===== config.mk =====
export PLATFORM = sky130hd
export DESIGN_NAME = hlt_top
export DESIGN_NICKNAME = d
export VERILOG_FILES = /design/src/verilog/hlt_pkg.sv /design/src/verilog/hlt_seq_if.sv /design/src/verilog/hlt_sync.sv /design/src/verilog/hlt_seq.sv /design/src/verilog/hlt_top.sv
export SDC_FILE = /design/constraint.sdc
export NUM_CORES = 1
export LEC_CHECK = 0
export ABC_AREA = 0
export BUFFER_PORTS_ARGS = -buffer_cell sky130_fd_sc_hd__buf_4
export CORE_ASPECT_RATIO = 0.5
export CORE_MARGIN = 2
export CORE_UTILIZATION = 45
export DETAILED_ROUTE_END_ITERATION = 8
export GPL_TIMING_DRIVEN = 0
export HOLD_SLACK_MARGIN = 0.02
export PLACE_DENSITY = 0.75
export REMOVE_ABC_BUFFERS = 1
export SYNTH_ARGS = -nofsm -noshare
export SYNTH_HDL_FRONTEND = slang
export SYNTH_SLANG_ARGS = --single-unit

===== constraint.sdc =====
create_clock -name pclk -period 3.6 [get_ports pclk]
set_input_delay 0.36 -clock pclk [delete_from_list [all_inputs] [get_ports pclk]]
set_output_delay 0.36 -clock pclk [all_outputs]
set_load 0.01 [all_outputs]

===== src/verilog/hlt_pkg.sv =====
// Constants and register map of the handler limit and trigger block
package hlt_pkg;
    localparam int          CLK_PERIOD_NS   = 10;
    localparam int          RLY_STEP_NS     = 1000;
    localparam int          RLY_STEP_CYC    = (RLY_STEP_NS + CLK_PERIOD_NS - 1) / CLK_PERIOD_NS;
    localparam int          TRIG_OUT_NS     = 2000;
    localparam int          TRIG_OUT_CYC    = (TRIG_OUT_NS + CLK_PERIOD_NS - 1) / CLK_PERIOD_NS;

    localparam int          NUM_LIMITS      = 4;
    localparam int          NUM_RELAYS      = 32;
    localparam int          LIST_LEN        = 4;

    localparam logic [11:0] CTRL_ADDR       = 12'h000;
    localparam logic [11:0] STATUS_ADDR     = 12'h004;
    localparam logic [11:0] MASK_ADDR       = 12'h008;
    localparam logic [11:0] LEVELS_ADDR     = 12'h00C;
    localparam logic [11:0] RLY_STATE_ADDR  = 12'h010;
    localparam logic [11:0] RLY_CLOSE_ADDR  = 12'h014;
    localparam logic [11:0] GLIM_BASE       = 12'h020;
    localparam logic [11:0] CLIM_BASE       = 12'h040;

    localparam int          CTRL_POL_BIT    = 0;
    localparam int          CTRL_CONT_BIT   = 1;
    localparam int          CTRL_PERCH_BIT  = 2;
    localparam int          CTRL_HOSTIF_BIT = 3;
    localparam int          CTRL_SWTRIG_BIT = 8;
    localparam int          CTRL_SRST_BIT   = 9;
    localparam logic [2:0]  CTRL_RESET      = 3'h1;

    localparam int          ST_TRIG_ACC     = 0;
    localparam int          ST_TRIG_LOCK    = 1;
    localparam int          ST_MEAS_DONE    = 2;
    localparam int          ST_LIM_FAIL     = 3;
    localparam int          ST_RLY_BLOCK    = 4;
    localparam int          NUM_EVENTS      = 5;

    localparam int          LIST_VALID_BIT  = 7;
    localparam logic [31:0] ILK_MASK        = 32'h002C_0000;
endpackage


===== src/verilog/hlt_seq_if.sv =====
// Channel list hand-off between the register side and the relay sequencer
`timescale 1ns/100ps
interface hlt_seq_if;
    logic        start;
    logic        abort;
    logic [31:0] list;
    logic        busy;
    logic        close_valid;
    logic [4:0]  close_chan;

    modport ctrl
    (
        output start,
        output abort,
        output list,
        input  busy,
        input  close_valid,
        input  close_chan
    );
    modport seq
    (
        input  start,
        input  abort,
        input  list,
        output busy,
        output close_valid,
        output close_chan
    );
endinterface


===== src/verilog/hlt_sync.sv =====
// Three-stage pin synchroniser with second/third stage agreement filter
`timescale 1ns/100ps
module hlt_sync
#(
    parameter int W = 1
)
(
    input  wire logic         pclk,
    input  wire logic         presetn,
    input  wire logic [W-1:0] pin,
    output logic      [W-1:0] filt
);
    genvar i;
    generate
        for (i = 0; i < W; i++)
        begin : g_bit
            logic s1_q;
            logic s2_q;
            logic s3_q;
            always_ff @(posedge pclk or negedge presetn)
            begin
                if (!presetn)
                begin
                    s1_q <= 1'b0;
                    s2_q <= 1'b0;
                    s3_q <= 1'b0;
                end
                else
                begin
                    s1_q <= pin[i];
                    s2_q <= s1_q;
                    s3_q <= s2_q;
                end
            end
            always_ff @(posedge pclk or negedge presetn)
            begin
                if (!presetn)
                    filt[i] <= 1'b0;
                else if (s2_q == s3_q)
                    filt[i] <= s3_q;
            end
        end
    endgenerate
endmodule


===== src/verilog/hlt_seq.sv =====
// Relay close sequencer: walks a channel list one entry per settle step
`timescale 1ns/100ps
module hlt_seq
(
    input  wire logic pclk,
    input  wire logic presetn,
    hlt_seq_if.seq    sif
);
    typedef enum logic [1:0] {HLT_IDLE = 2'b00, HLT_EMIT = 2'b01, HLT_WAIT = 2'b11} hlt_state_type;

    hlt_state_type state_q;
    logic [31:0]   list_q;
    logic [2:0]    idx_q;
    logic [15:0]   wait_q;
    logic [7:0]    entry;

    assign entry    = list_q[8*idx_q[1:0] +: 8];
    assign sif.busy = (state_q != HLT_IDLE);

    // Entries are taken strictly from byte 0 upward, one per step
    always_ff @(posedge pclk or negedge presetn)
    begin
        if (!presetn)
        begin
            state_q         <= HLT_IDLE;
            list_q          <= 32'h0000_0000;
            idx_q           <= 3'h0;
            wait_q          <= 16'h0000;
            sif.close_valid <= 1'b0;
            sif.close_chan  <= 5'h00;
        end
        else
        begin
            sif.close_valid <= 1'b0;
            if (sif.abort)
                state_q <= HLT_IDLE;
            else
            begin
                unique case (state_q)
                    HLT_IDLE:
                    begin
                        if (sif.start)
                        begin
                            list_q  <= sif.list;
                            idx_q   <= 3'h0;
                            state_q <= HLT_EMIT;
                        end
                    end
                    HLT_EMIT:
                    begin
                        if (idx_q == 3'(hlt_pkg::LIST_LEN) || !entry[hlt_pkg::LIST_VALID_BIT])
                            state_q <= HLT_IDLE;
                        else
                        begin
                            sif.close_valid <= 1'b1;
                            sif.close_chan  <= entry[4:0];
                            idx_q           <= idx_q + 3'h1;
                            wait_q          <= 16'(hlt_pkg::RLY_STEP_CYC - 1);
                            state_q         <= HLT_WAIT;
                        end
                    end
                    HLT_WAIT:
                    begin
                        if (wait_q == 16'h0000)
                            state_q <= HLT_EMIT;
                        else
                            wait_q <= wait_q - 16'h0001;
                    end
                endcase
            end
        end
    end
endmodule


===== src/verilog/hlt_top.sv =====
// Handler limit outputs, trigger gating, relay interlock and APB registers
`timescale 1ns/100ps
module hlt_top
#(
    parameter int NUM_CH = 4
)
(
    input  wire logic        pclk,
    input  wire logic        presetn,
    input  wire logic        psel,
    input  wire logic        penable,
    input  wire logic        pwrite,
    input  wire logic [11:0] paddr,
    input  wire logic [31:0] pwdata,
    output logic      [31:0] prdata,
    output logic             pready,
    output logic             pslverr,
    input  wire logic        trig_dio_n,
    input  wire logic        trig_link_n,
    input  wire logic        trig_ilk,
    input  wire logic        module_ilk,
    input  wire logic        meas_done,
    input  wire logic [31:0] meas_value,
    input  wire logic [1:0]  meas_chan,
    input  wire logic        nv_host_if,
    output logic             meas_start,
    output logic [3:0]       limit_out,
    output logic             master_out,
    output logic             trig_out,
    output logic [31:0]      relay_on,
    output logic             nv_wr,
    output logic             nv_wr_val,
    output logic             irq
);
    localparam int NE = hlt_pkg::NUM_EVENTS;

    hlt_seq_if sif ();
    hlt_seq u_seq (.pclk(pclk), .presetn(presetn), .sif(sif));

    logic [3:0]  pins_f;
    hlt_sync #(.W(4)) u_sync
    (
        .pclk    (pclk),
        .presetn (presetn),
        .pin     ({module_ilk, trig_ilk, trig_link_n, trig_dio_n}),
        .filt    (pins_f)
    );

    logic [2:0]    ctrl_q;
    logic          host_if_q;
    logic          nv_loaded_q;
    logic [NE-1:0] status_q;
    logic [NE-1:0] mask_q;
    logic [31:0]   glim_q [4];
    logic [31:0]   clim_q [NUM_CH*4];
    logic [3:0]    fail_q;
    logic          trig_lvl_q;
    logic [15:0]   tout_cnt_q;
    logic [31:0]   rly_q;
    logic [31:0]   rd_d;
    logic          err_d;

    wire           setup   = psel && !penable;
    wire           wr_acc  = psel && penable && pready && pwrite && !pslverr;
    wire           pol_hi  = ctrl_q[hlt_pkg::CTRL_POL_BIT];
    wire           srst    = wr_acc && paddr == hlt_pkg::CTRL_ADDR && pwdata[hlt_pkg::CTRL_SRST_BIT];
    wire           swtrig  = wr_acc && paddr == hlt_pkg::CTRL_ADDR
                             && pwdata[hlt_pkg::CTRL_SWTRIG_BIT];
    wire           ilk_ok  = pins_f[3];
    wire           trig_en = pins_f[2];
    // Either connector asserts the same trigger
    wire           trig_lvl = !(pins_f[0] && pins_f[1]);
    wire           trig_edge = trig_lvl && !trig_lvl_q;
    wire           trig_acc = trig_edge && trig_en;
    wire           trig_lock = trig_edge && !trig_en;
    wire           blk_close = sif.close_valid && !ilk_ok
                               && hlt_pkg::ILK_MASK[sif.close_chan];

    logic [3:0]    fail_d;
    always_comb
    begin
        fail_d = 4'h0;
        for (int k = 0; k < 4; k++)
        begin
            logic signed [31:0] lim;
            lim = ctrl_q[hlt_pkg::CTRL_PERCH_BIT] ? clim_q[{meas_chan, 2'(k)}] : glim_q[k];
            // Limits 0,1 are high limits, 2,3 low limits
            fail_d[k] = (k < 2) ? ($signed(meas_value) > lim) : ($signed(meas_value) < lim);
        end
    end

    always_comb
    begin
        rd_d  = 32'h0000_0000;
        err_d = 1'b0;
        if (paddr >= hlt_pkg::CLIM_BASE && paddr < 12'(hlt_pkg::CLIM_BASE + NUM_CH*16))
            rd_d = clim_q[paddr[5:2]];
        else if (paddr >= hlt_pkg::GLIM_BASE && paddr < hlt_pkg::CLIM_BASE - 12'h010)
            rd_d = glim_q[paddr[3:2]];
        else
        begin
            unique case (paddr)
                hlt_pkg::CTRL_ADDR:      rd_d = {28'h000_0000, host_if_q, ctrl_q};
                hlt_pkg::STATUS_ADDR:    rd_d = {27'h000_0000, status_q};
                hlt_pkg::MASK_ADDR:      rd_d = {27'h000_0000, mask_q};
                hlt_pkg::LEVELS_ADDR:    rd_d = {25'h000_0000, fail_q, sif.busy, ilk_ok, trig_en};
                hlt_pkg::RLY_STATE_ADDR: rd_d = rly_q;
                hlt_pkg::RLY_CLOSE_ADDR: rd_d = 32'h0000_0000;
                default:                 err_d = 1'b1;
            endcase
        end
    end

    // Zero-wait APB: answer is latched in setup, presented in access phase
    always_ff @(posedge pclk or negedge presetn)
    begin
        if (!presetn)
        begin
            prdata  <= 32'h0000_0000;
            pready  <= 1'b0;
            pslverr <= 1'b0;
        end
        else
        begin
            pready  <= setup;
            pslverr <= setup && err_d;
            prdata  <= (setup && !pwrite) ? rd_d : 32'h0000_0000;
        end
    end

    // Soft reset restores defaults and one-shot mode; host choice survives
    always_ff @(posedge pclk or negedge presetn)
    begin
        if (!presetn)
            ctrl_q <= hlt_pkg::CTRL_RESET;
        else if (srst)
            ctrl_q <= hlt_pkg::CTRL_RESET;
        else if (wr_acc && paddr == hlt_pkg::CTRL_ADDR)
            ctrl_q <= pwdata[2:0];
    end

    // Host interface choice loads from and writes back to nonvolatile store
    always_ff @(posedge pclk or negedge presetn)
    begin
        if (!presetn)
        begin
            host_if_q   <= 1'b0;
            nv_loaded_q <= 1'b0;
            nv_wr       <= 1'b0;
            nv_wr_val   <= 1'b0;
        end
        else
        begin
            nv_loaded_q <= 1'b1;
            nv_wr       <= 1'b0;
            if (!nv_loaded_q)
            begin
                host_if_q <= nv_host_if;
                nv_wr_val <= nv_host_if;
            end
            else if (wr_acc && paddr == hlt_pkg::CTRL_ADDR && !srst
                     && pwdata[hlt_pkg::CTRL_HOSTIF_BIT] != host_if_q)
            begin
                host_if_q <= pwdata[hlt_pkg::CTRL_HOSTIF_BIT];
                nv_wr_val <= pwdata[hlt_pkg::CTRL_HOSTIF_BIT];
                nv_wr     <= 1'b1;
            end
        end
    end

    always_ff @(posedge pclk)
    begin
        if (wr_acc && paddr >= hlt_pkg::GLIM_BASE && paddr < hlt_pkg::CLIM_BASE - 12'h010)
            glim_q[paddr[3:2]] <= pwdata;
        if (wr_acc && paddr >= hlt_pkg::CLIM_BASE
            && paddr < 12'(hlt_pkg::CLIM_BASE + NUM_CH*16))
            clim_q[paddr[5:2]] <= pwdata;
    end

    always_ff @(posedge pclk or negedge presetn)
    begin
        if (!presetn)
            fail_q <= 4'h0;
        else if (srst)
            fail_q <= 4'h0;
        else if (meas_done)
            fail_q <= fail_d;
    end

    // Polarity applies to all five lines; master tracks the OR
    always_ff @(posedge pclk or negedge presetn)
    begin
        if (!presetn)
        begin
            limit_out  <= 4'h0;
            master_out <= 1'b0;
        end
        else
        begin
            limit_out  <= pol_hi ? fail_q : ~fail_q;
            master_out <= pol_hi ? (|fail_q) : !(|fail_q);
        end
    end

    // Filters reset low, which reads as an asserted trigger; start armed so no false edge
    always_ff @(posedge pclk or negedge presetn)
    begin
        if (!presetn)
            trig_lvl_q <= 1'b1;
        else
            trig_lvl_q <= trig_lvl;
    end

    // Continuous mode restarts on each result; one-shot waits for a trigger
    always_ff @(posedge pclk or negedge presetn)
    begin
        if (!presetn)
            meas_start <= 1'b0;
        else
            meas_start <= trig_acc || swtrig
                          || (ctrl_q[hlt_pkg::CTRL_CONT_BIT] && meas_done && !srst);
    end

    // Completion pulse to the handler, stretched so slow logic sees it
    always_ff @(posedge pclk or negedge presetn)
    begin
        if (!presetn)
        begin
            tout_cnt_q <= 16'h0000;
            trig_out   <= 1'b0;
        end
        else if (meas_done)
        begin
            tout_cnt_q <= 16'(hlt_pkg::TRIG_OUT_CYC - 1);
            trig_out   <= 1'b1;
        end
        else if (tout_cnt_q != 16'h0000)
            tout_cnt_q <= tout_cnt_q - 16'h0001;
        else
            trig_out <= 1'b0;
    end

    assign sif.start = wr_acc && paddr == hlt_pkg::RLY_CLOSE_ADDR && !sif.busy;
    assign sif.abort = srst;
    assign sif.list  = pwdata;

    // Interlocked channels drop at once and cannot be closed while open
    always_ff @(posedge pclk or negedge presetn)
    begin
        if (!presetn)
            rly_q <= 32'h0000_0000;
        else
        begin
            logic [31:0] nxt;
            nxt = rly_q;
            if (wr_acc && paddr == hlt_pkg::RLY_STATE_ADDR)
                nxt = nxt & ~pwdata;
            if (sif.close_valid && !blk_close)
                nxt[sif.close_chan] = 1'b1;
            if (srst)
                nxt = 32'h0000_0000;
            if (!ilk_ok)
                nxt = nxt & ~hlt_pkg::ILK_MASK;
            rly_q <= nxt;
        end
    end
    assign relay_on = rly_q;

    // Hardware set wins over a same-cycle write-one clear
    always_ff @(posedge pclk or negedge presetn)
    begin
        if (!presetn)
        begin
            status_q <= '0;
            mask_q   <= '0;
            irq      <= 1'b0;
        end
        else
        begin
            logic [NE-1:0] ev;
            logic [NE-1:0] st;
            ev = '0;
            ev[hlt_pkg::ST_TRIG_ACC]  = trig_acc;
            ev[hlt_pkg::ST_TRIG_LOCK] = trig_lock;
            ev[hlt_pkg::ST_MEAS_DONE] = meas_done;
            ev[hlt_pkg::ST_LIM_FAIL]  = meas_done && (|fail_d);
            ev[hlt_pkg::ST_RLY_BLOCK] = blk_close;
            st = status_q;
            if (wr_acc && paddr == hlt_pkg::STATUS_ADDR)
                st = st & ~pwdata[NE-1:0];
            st = st | ev;
            status_q <= st;
            if (wr_acc && paddr == hlt_pkg::MASK_ADDR)
                mask_q <= pwdata[NE-1:0];
            irq <= |(status_q & mask_q);
        end
    end
endmodule


# After elaboration in Yosys (flattened, before gate mapping)
# Memories as Yosys holds them, arrays and structs flattened.
# Cells that the tools add are included.
# word_totals
n_memories,3
latch_bits,0
inputBits,89
wordCells,206
out_inout_bits,76
ram_bits,640
register_bits,186
mem_bits_ro,32
# op_classes
shifts,1
n_mux,51
n_lt_le_gt_ge,10
n_addsub,3
multipliers,0
n_eq_ne,20
n_bitwise,10
n_reduce_logical,68
n_div,0
# memory_table
memory,depth,width,rd,rd_clocked_by_memory_dff,wr,line,rtl
clim_q,16,32,5,0,1,hlt_top.sv:55,logic [31:0] clim_q [NUM_CH*4];
glim_q,4,32,5,0,1,hlt_top.sv:54,logic [31:0] glim_q [4];
(name not given),32,1,1,0,0,hlt_top.sv:77,&& hlt_pkg::ILK_MASK[sif.close_chan];
# ops
cell,count
32-bit two-way mux,10
32-bit one-hot mux with 5 select lines,1
32-bit greater-than comparator,2
32-bit < comparator,2
16-bit two-way mux,4
1-bit logical AND,34
32-bit AND,1
32-bit NOT,1
32-bit bitwise OR,1
16-bit one-hot mux with 2 select lines,1
32-bit by 6-bit indexed part select with 8-bit output,1
16-bit by 1-bit subtractor with 16-bit output (second input constant),2
12-bit by 4-bit equality test with 1-bit output (second input constant),2
12-bit by 5-bit equality test with 1-bit output (second input constant),2
22-bit two-way mux,1
1-bit two-way mux,19
16-bit logical NOT,1
16-bit nonzero test,1
12-bit by 3-bit equality test with 1-bit output (second input constant),1
12-bit by 6-bit greater-or-equal comparator with 1-bit output (second input constant),1
12-bit by 7-bit greater-or-equal comparator with 1-bit output (second input constant),1
1-bit logical NOT,12
12-bit logical NOT,1
12-bit by 6-bit < comparator with 1-bit output (second input constant),1
other kinds (34),60

# Logic depth before layout (Yosys ltp)
# depth
depth_word,11
ltp_mapped,13
ltp_nobuf,10

# Cells and area by module
# Synthesis repeated with hierarchy kept, for this count alone.
# unflattened
hier_cells,2267
hier_area_um2,39088.7
# by_module_without_submodules
mod,instances,area_per_inst_um2,cells_per_inst,seq_area_each_um2
hlt_top,1,36122.1,2037,21998.6
hlt_seq,1,2521.2,210,1276.2
hlt_sync,1,445.4,20,400.4

# Least setup slack after synthesis
# No wires, ideal clock.
# synth_path
path_kind,input to register
from,in paddr[3]
to,mem clim_q[3][0] (enable)
t_required_ps,3139
arrival_time_ps,4000
cell_stages,7
slack_ps,-861
setup_ps,461
path_buffers,5
path_cell_list,clkbuf_1 clkbuf_1 buf_2 buf_2 buf_2 nand3_1 nor3_1
# synth_via
elab_chain_len,5
# synth_lines
item,line,rtl
from (decl),hlt_top.sv:13,"input wire logic [11:0] paddr,"
12-bit by 7-bit greater-or-equal comparator with 1-bit output,hlt_top.sv:175,if (wr_acc && paddr >= hlt_pkg::CLIM_BASE
1-bit logical AND,hlt_top.sv:175,
1-bit logical AND,hlt_top.sv:176,&& paddr < 12'(hlt_pkg::CLIM_BASE + NUM_CH*16))
1-bit two-way mux,hlt_top.sv:175,
1-bit two-way mux (implied by the code),hlt_top.sv:177,clim_q[paddr[5:2]] <= pwdata;
to (decl),hlt_top.sv:55,
# Several ways; a longest one is shown, not always the timed one.

# Final worst setup path
# layout_path
from,reg ctrl_q[2]
to,reg status_q[3]
# layout_via
elab_chain_len,5
# layout_lines
item,line,rtl
from (decl),hlt_top.sv:49,logic [2:0] ctrl_q;
from (signal assigned),hlt_top.sv:135,ctrl_q <= hlt_pkg::CTRL_RESET;
from (signal assigned),hlt_top.sv:137,ctrl_q <= hlt_pkg::CTRL_RESET;
from (signal assigned),hlt_top.sv:139,ctrl_q <= pwdata[2:0];
32-bit two-way mux,hlt_top.sv:86,"lim = ctrl_q[hlt_pkg::CTRL_PERCH_BIT] ? clim_q[{meas_chan, 2'(k)}] : glim_q[k];"
32-bit greater-than comparator or 32-bit < comparator (tied branches),hlt_top.sv:88,fail_d[k] = (k < 2) ? ($signed(meas_value) > lim) : ($signed(meas_value) < lim);
4-bit OR reduction *,hlt_top.sv:286,ev[hlt_pkg::ST_LIM_FAIL] = meas_done && (|fail_d);
1-bit logical AND *,hlt_top.sv:286,
5-bit bitwise OR *,hlt_top.sv:291,st = st | ev;
to (signal assigned),hlt_top.sv:292,status_q <= st;
to (decl),hlt_top.sv:52,logic [NE-1:0] status_q;
# Mark *: on every way between the ends. The rest lies on a longest branch, timed or not.
# A chain may end at the register's enable or synchronous reset.

==> tab_implementation.tex <==
\begin{tabular}{lr}
\hline
Metric & Value \\
\hline
\multicolumn{2}{l}{\textbf{Status}} \\
Status & complete, but fails checks \\
Failing checks & negative setup slack \\
\multicolumn{2}{l}{\textbf{Synth}} \\
Proportion of register bits with asynchronous set or reset after synthesis & 21.8\% \\
Total of flip-flops plus latches after synthesis & 818 \\
Ranking of synthesized cells by area & edfxtp\_1 49\%, mux4\_2 19\%, dfrtp\_1 11\% \\
Mapped cell area & 39000 um2 \\
Post-synth cell types & 81 \\
Part of the Yosys area used for sequential elements & 60.8\% \\
Largest area contributor in the synthesized netlist & edfxtp\_1 \\
Number of instances in the synthesized netlist & 2251 \\
Dominant synthesized flop cell & edfxtp\_1 \\
Count of yosys warnings during synthesis & 0 \\
Area fraction of the dominant cell type after synthesis & 49.3\% \\
Number of enable flip-flop cells after synthesis & 640 \\
Syn\_area\_per\_cell & 17.3 um2 \\
\multicolumn{2}{l}{\textbf{Setup path}} \\
Slowest Stage Delay on Critical Path & 0.55 ns \\
Kind of start point of the critical path & flip-flop \\
Cells along the critical path & buf\_4, buf\_8, mux2i\_1, ha\_1, nand3b\_1, a21oi\_1, o21ai\_0, a32oi\_1, o211ai\_1, o21ai\_0, o41a\_1 \\
Cell type group with the largest total delay on the critical path & compound AO/OA/AOI/OAI gates \\
Cell with the biggest individual delay on the critical path & dfrtp\_4 \\
Crit. End Element & flip-flop \\
Worst-path maximum fanout & 13 \\
Arrival time worst endpoint & 4.15 ns \\
Crit path kind & reg2reg \\
Buf/Inv on CP & 2 \\
Critical Path Most Common Cell & o21ai\_0 \\
Required time of the critical path & 4.10 ns \\
\multicolumn{2}{l}{\textbf{Placed design}} \\
Sum of net half-perimeters after detailed placement & 77800 um \\
Count of input and output buffers & 164 \\
Post-Place Setup Slack & -1.53 ns \\
Area post-placement & 42400 um2 \\
Final weighted congestion in routability-driven placement & 0.905 \\
Post-Place Cells & 3515 \\
\multicolumn{2}{l}{\textbf{Floorplanning}} \\
Effective utilization at floorplan & 45.4\% \\
Number of ports placed on the die boundary & 165 \\
Die extent in x & 420 um \\
Full die area & 89100 um2 \\
Standard cell core area & 85900 um2 \\
DIE HEIGHT & 212 um \\
Standard-cell row count & 76 \\
\multicolumn{2}{l}{\textbf{STA}} \\
Post-route fraction of the period consumed by the critical path & 101\% \\
Endpoints failing hold & 0 \\
Final count of pins violating max slew & 0 \\
Final-layout setup total negative slack & -0.0452 ns \\
Post-route worst setup slack & -0.0452 ns \\
Max Clock Skew & 0.0210 ns \\
Worst Tran Pin Value & 1.21 ns \\
Worst relative slew slack & 19.1\% \\
Worst hold margin & 0.0584 ns \\
Min Clock Period, post-route & 3.65 ns \\
RSZ-0062 raised after global routing & true \\
Final setup violation count & 1 \\
Highest clock frequency the design can meet & 274 MHz \\
\multicolumn{2}{l}{\textbf{Finish}} \\
Fraction of the core area covered by cells at the end of the flow & 52.8\% \\
Fraction of layout instances using a drive strength above 1 & 31.0\% \\
Commonest non-fill, non-tap cells in the layout & 640 x edfxtp\_1, 329 x mux4\_2, 175 x dfrtp\_1 \\
Filler instances & 6524 \\
Final Cell Area & 45400 um2 \\
Most frequent standard cell in the layout excluding fill and tap cells & edfxtp\_1 \\
Final std cells w/o fill & 3681 \\
Synth-to-Final Area Change & 16.4\% \\
Number of nets at the end of the flow & 2666 \\
\multicolumn{2}{l}{\textbf{Drt}} \\
Drt pass-1 iters & 7 \\
Detailed-route wire length per cell & 32.4 um \\
Remaining design rule violation count & 0 \\
Routed WL & 119000 um \\
Per-cell via count in the routed design & 6.67 \\
Iteration-0 DRC count of the detailed router & 3740 \\
Routed vias & 24534 \\
Post-route ant nets & 0 \\
\multicolumn{2}{l}{\textbf{Hold path}} \\
Min-delay worst type & in2reg \\
\multicolumn{2}{l}{\textbf{Global route}} \\
Global-route wire length before repair & 171000 um \\
Leftover overflow at the end of global routing & 0 \\
All-Layer GR Usage & 26.9\% \\
Initial antenna violation count & 9 \\
Number of global-route vias before repair & 24519 \\
Pin count of the biggest net entering global routing & 113 \\
\multicolumn{2}{l}{\textbf{Clocking}} \\
Clock tree sinks & 818 \\
Clock transition time at the flip-flop clock pins of the worst setup and hold paths & 0.07 ns \\
H-Tree Depth & 3 \\
Cell at the root of the clock tree & clkbuf\_16 \\
Source-to-sink clock delay at the later pin of the worst-skew pair & 0.64 ns \\
Clock tree buffer depth & 3 \\
Clock buffers created by TritonCTS & 74 \\
Clock tree from TritonCTS & done \\
\multicolumn{2}{l}{\textbf{Pwr}} \\
Comb pwr share & 6.5\% \\
Fraction of power consumed by the clock network & 41.5\% \\
Net switching fraction of the power & 21.8\% \\
Internal power & 15.4 mW \\
Power density over the cells & 435 nW/um2 \\
Leakage Power & 15.7 nW \\
Total power & 19.7 mW \\
Sw power & 4.29 mW \\
IR drop worst, VDD & 0.291 mV \\
Share of power burned in registers & 52.0\% \\
\multicolumn{2}{l}{\textbf{Flow run}} \\
Number of maximum-capacitance constraint violations & 0 \\
\hline
\end{tabular}
[layout make-up]
class	count	area [um2]	share of cell area, %
Clock buffer	95	2110	4.65
Multi-Input combinational cell	1285	14900	32.9
Clock inverter	38	370	0.817
Inverter	18	67.6	0.149
Antenna cell	7	17.5	0.0386
Tap cell	1170	1460	3.23
Sequential cell	818	23700	52.2
Timing Repair Buffer	250	2750	6.05
[sequential cells by signal, indices dropped and copies added (netlist names), 5 cells and up]
signal                count
clim_q                  512
glim_q                  128
prdata                   32
relay_on                 32
u_seq.list_q             24
tout_cnt_q               16
u_seq.wait_q             16
mask_q                    5
status_q                  5
u_seq.sif.close_chan      5
[synth_stat cells, types with 28 or more instances]
| cell type | count |
|---|---|
| a21oi_1 | 47 |
| a222oi_1 | 29 |
| a22oi_1 | 28 |
| buf_1 | 29 |
| clkbuf_1 | 71 |
| dfrtp_1 | 176 |
| edfxtp_1 | 640 |
| ha_1 | 130 |
| mux2_2 | 31 |
| mux2i_1 | 129 |
| mux4_2 | 329 |
| nand2_1 | 101 |
| nor2_1 | 144 |
| o21ai_0 | 30 |
[timing repair]
| action | 4_1_cts | 5_1_grt |
|---|---|---|
| hold buffers | 7 | 0 |
| pin swaps | 1 | 4 |
| resized for setup | 10 | 9 |
| hold endpoints to repair | 74 | 0 |
| setup endpoints to repair | 5 | 57 |
| cloned | 6 | 0 |
| buffers inserted | 6 | 6 |
[final timing paths]
path | end | from | slack, ns | depth (start not counted)
min in group asynchronous | u_sync.g_bit[0].s1_q$_DFF_PN0_ | presetn | 0.30 | 2
worst min register to register | u_sync.g_bit[3].s2_q$_DFF_PN0_ | u_sync.g_bit[3].s1_q$_DFF_PN0_ | 0.35 | 0
worst max register to register | status_q[3]$_DFF_PN0_ | ctrl_q[2]$_DFFE_PN0P_ | -0.05 | 11
max in group asynchronous | prdata[7]$_DFF_PN0_ | presetn | 2.27 | 3
worst max-delay path | status_q[3]$_DFF_PN0_ | ctrl_q[2]$_DFFE_PN0P_ | -0.05 | 11
worst min-delay path | clim_q[12][14]$_DFFE_PP_ | pwdata[14] | 0.06 | 1
[metal layers]
layer	GRT usage [%]	routed length, um	up-vias
met2	42.8	56700	1801
met4	13.6	6660	6
met3	7.20	14900	417
li1	-	-	9679
met5	0	36	-
met1	34.2	41100	12631
[logic make-up (layout without fill, tap and decap cells)]
kind of cell    after synthesis  in the layout  share of synthesized area, %
buf+inv                     148            401                          1.58
other cells                   1              8                       0.00963
mux                         496            496                          23.4
xor+xnor                     32             32                         0.719
simple gates                405            405                          5.20
fa+ha+maj                   134            134                          4.28
flops                       818            818                          60.8
compound gates              217            217                          4.01
[worst reg2reg max path, cell delays in order, from the launching register on]
cell and delay [ns]:
dfrtp_4 0.55, buf_4 0.27, buf_8 0.22, mux2i_1 0.48, ha_1 0.34, nand3b_1 0.09, a21oi_1 0.06, o21ai_0 0.52
a32oi_1 0.19, o211ai_1 0.31, o21ai_0 0.15, o41a_1 0.35
[power by group through the flow]
stage | combinational [mW] | clock, mW | sequential, mW
6_report | 1.28 | 8.19 | 10.3
5_1_grt | 1.35 | 8.57 | 10.2
4_1_cts | 1.26 | 8.21 | 10.3
3_5_place_dp | 1.21 | 0 | 10.5
3_3_place_gp | 1.18 | 0 | 10.4
2_1_floorplan | 0.547 | 0 | 10.4
(Power assumes the default switching activity.)
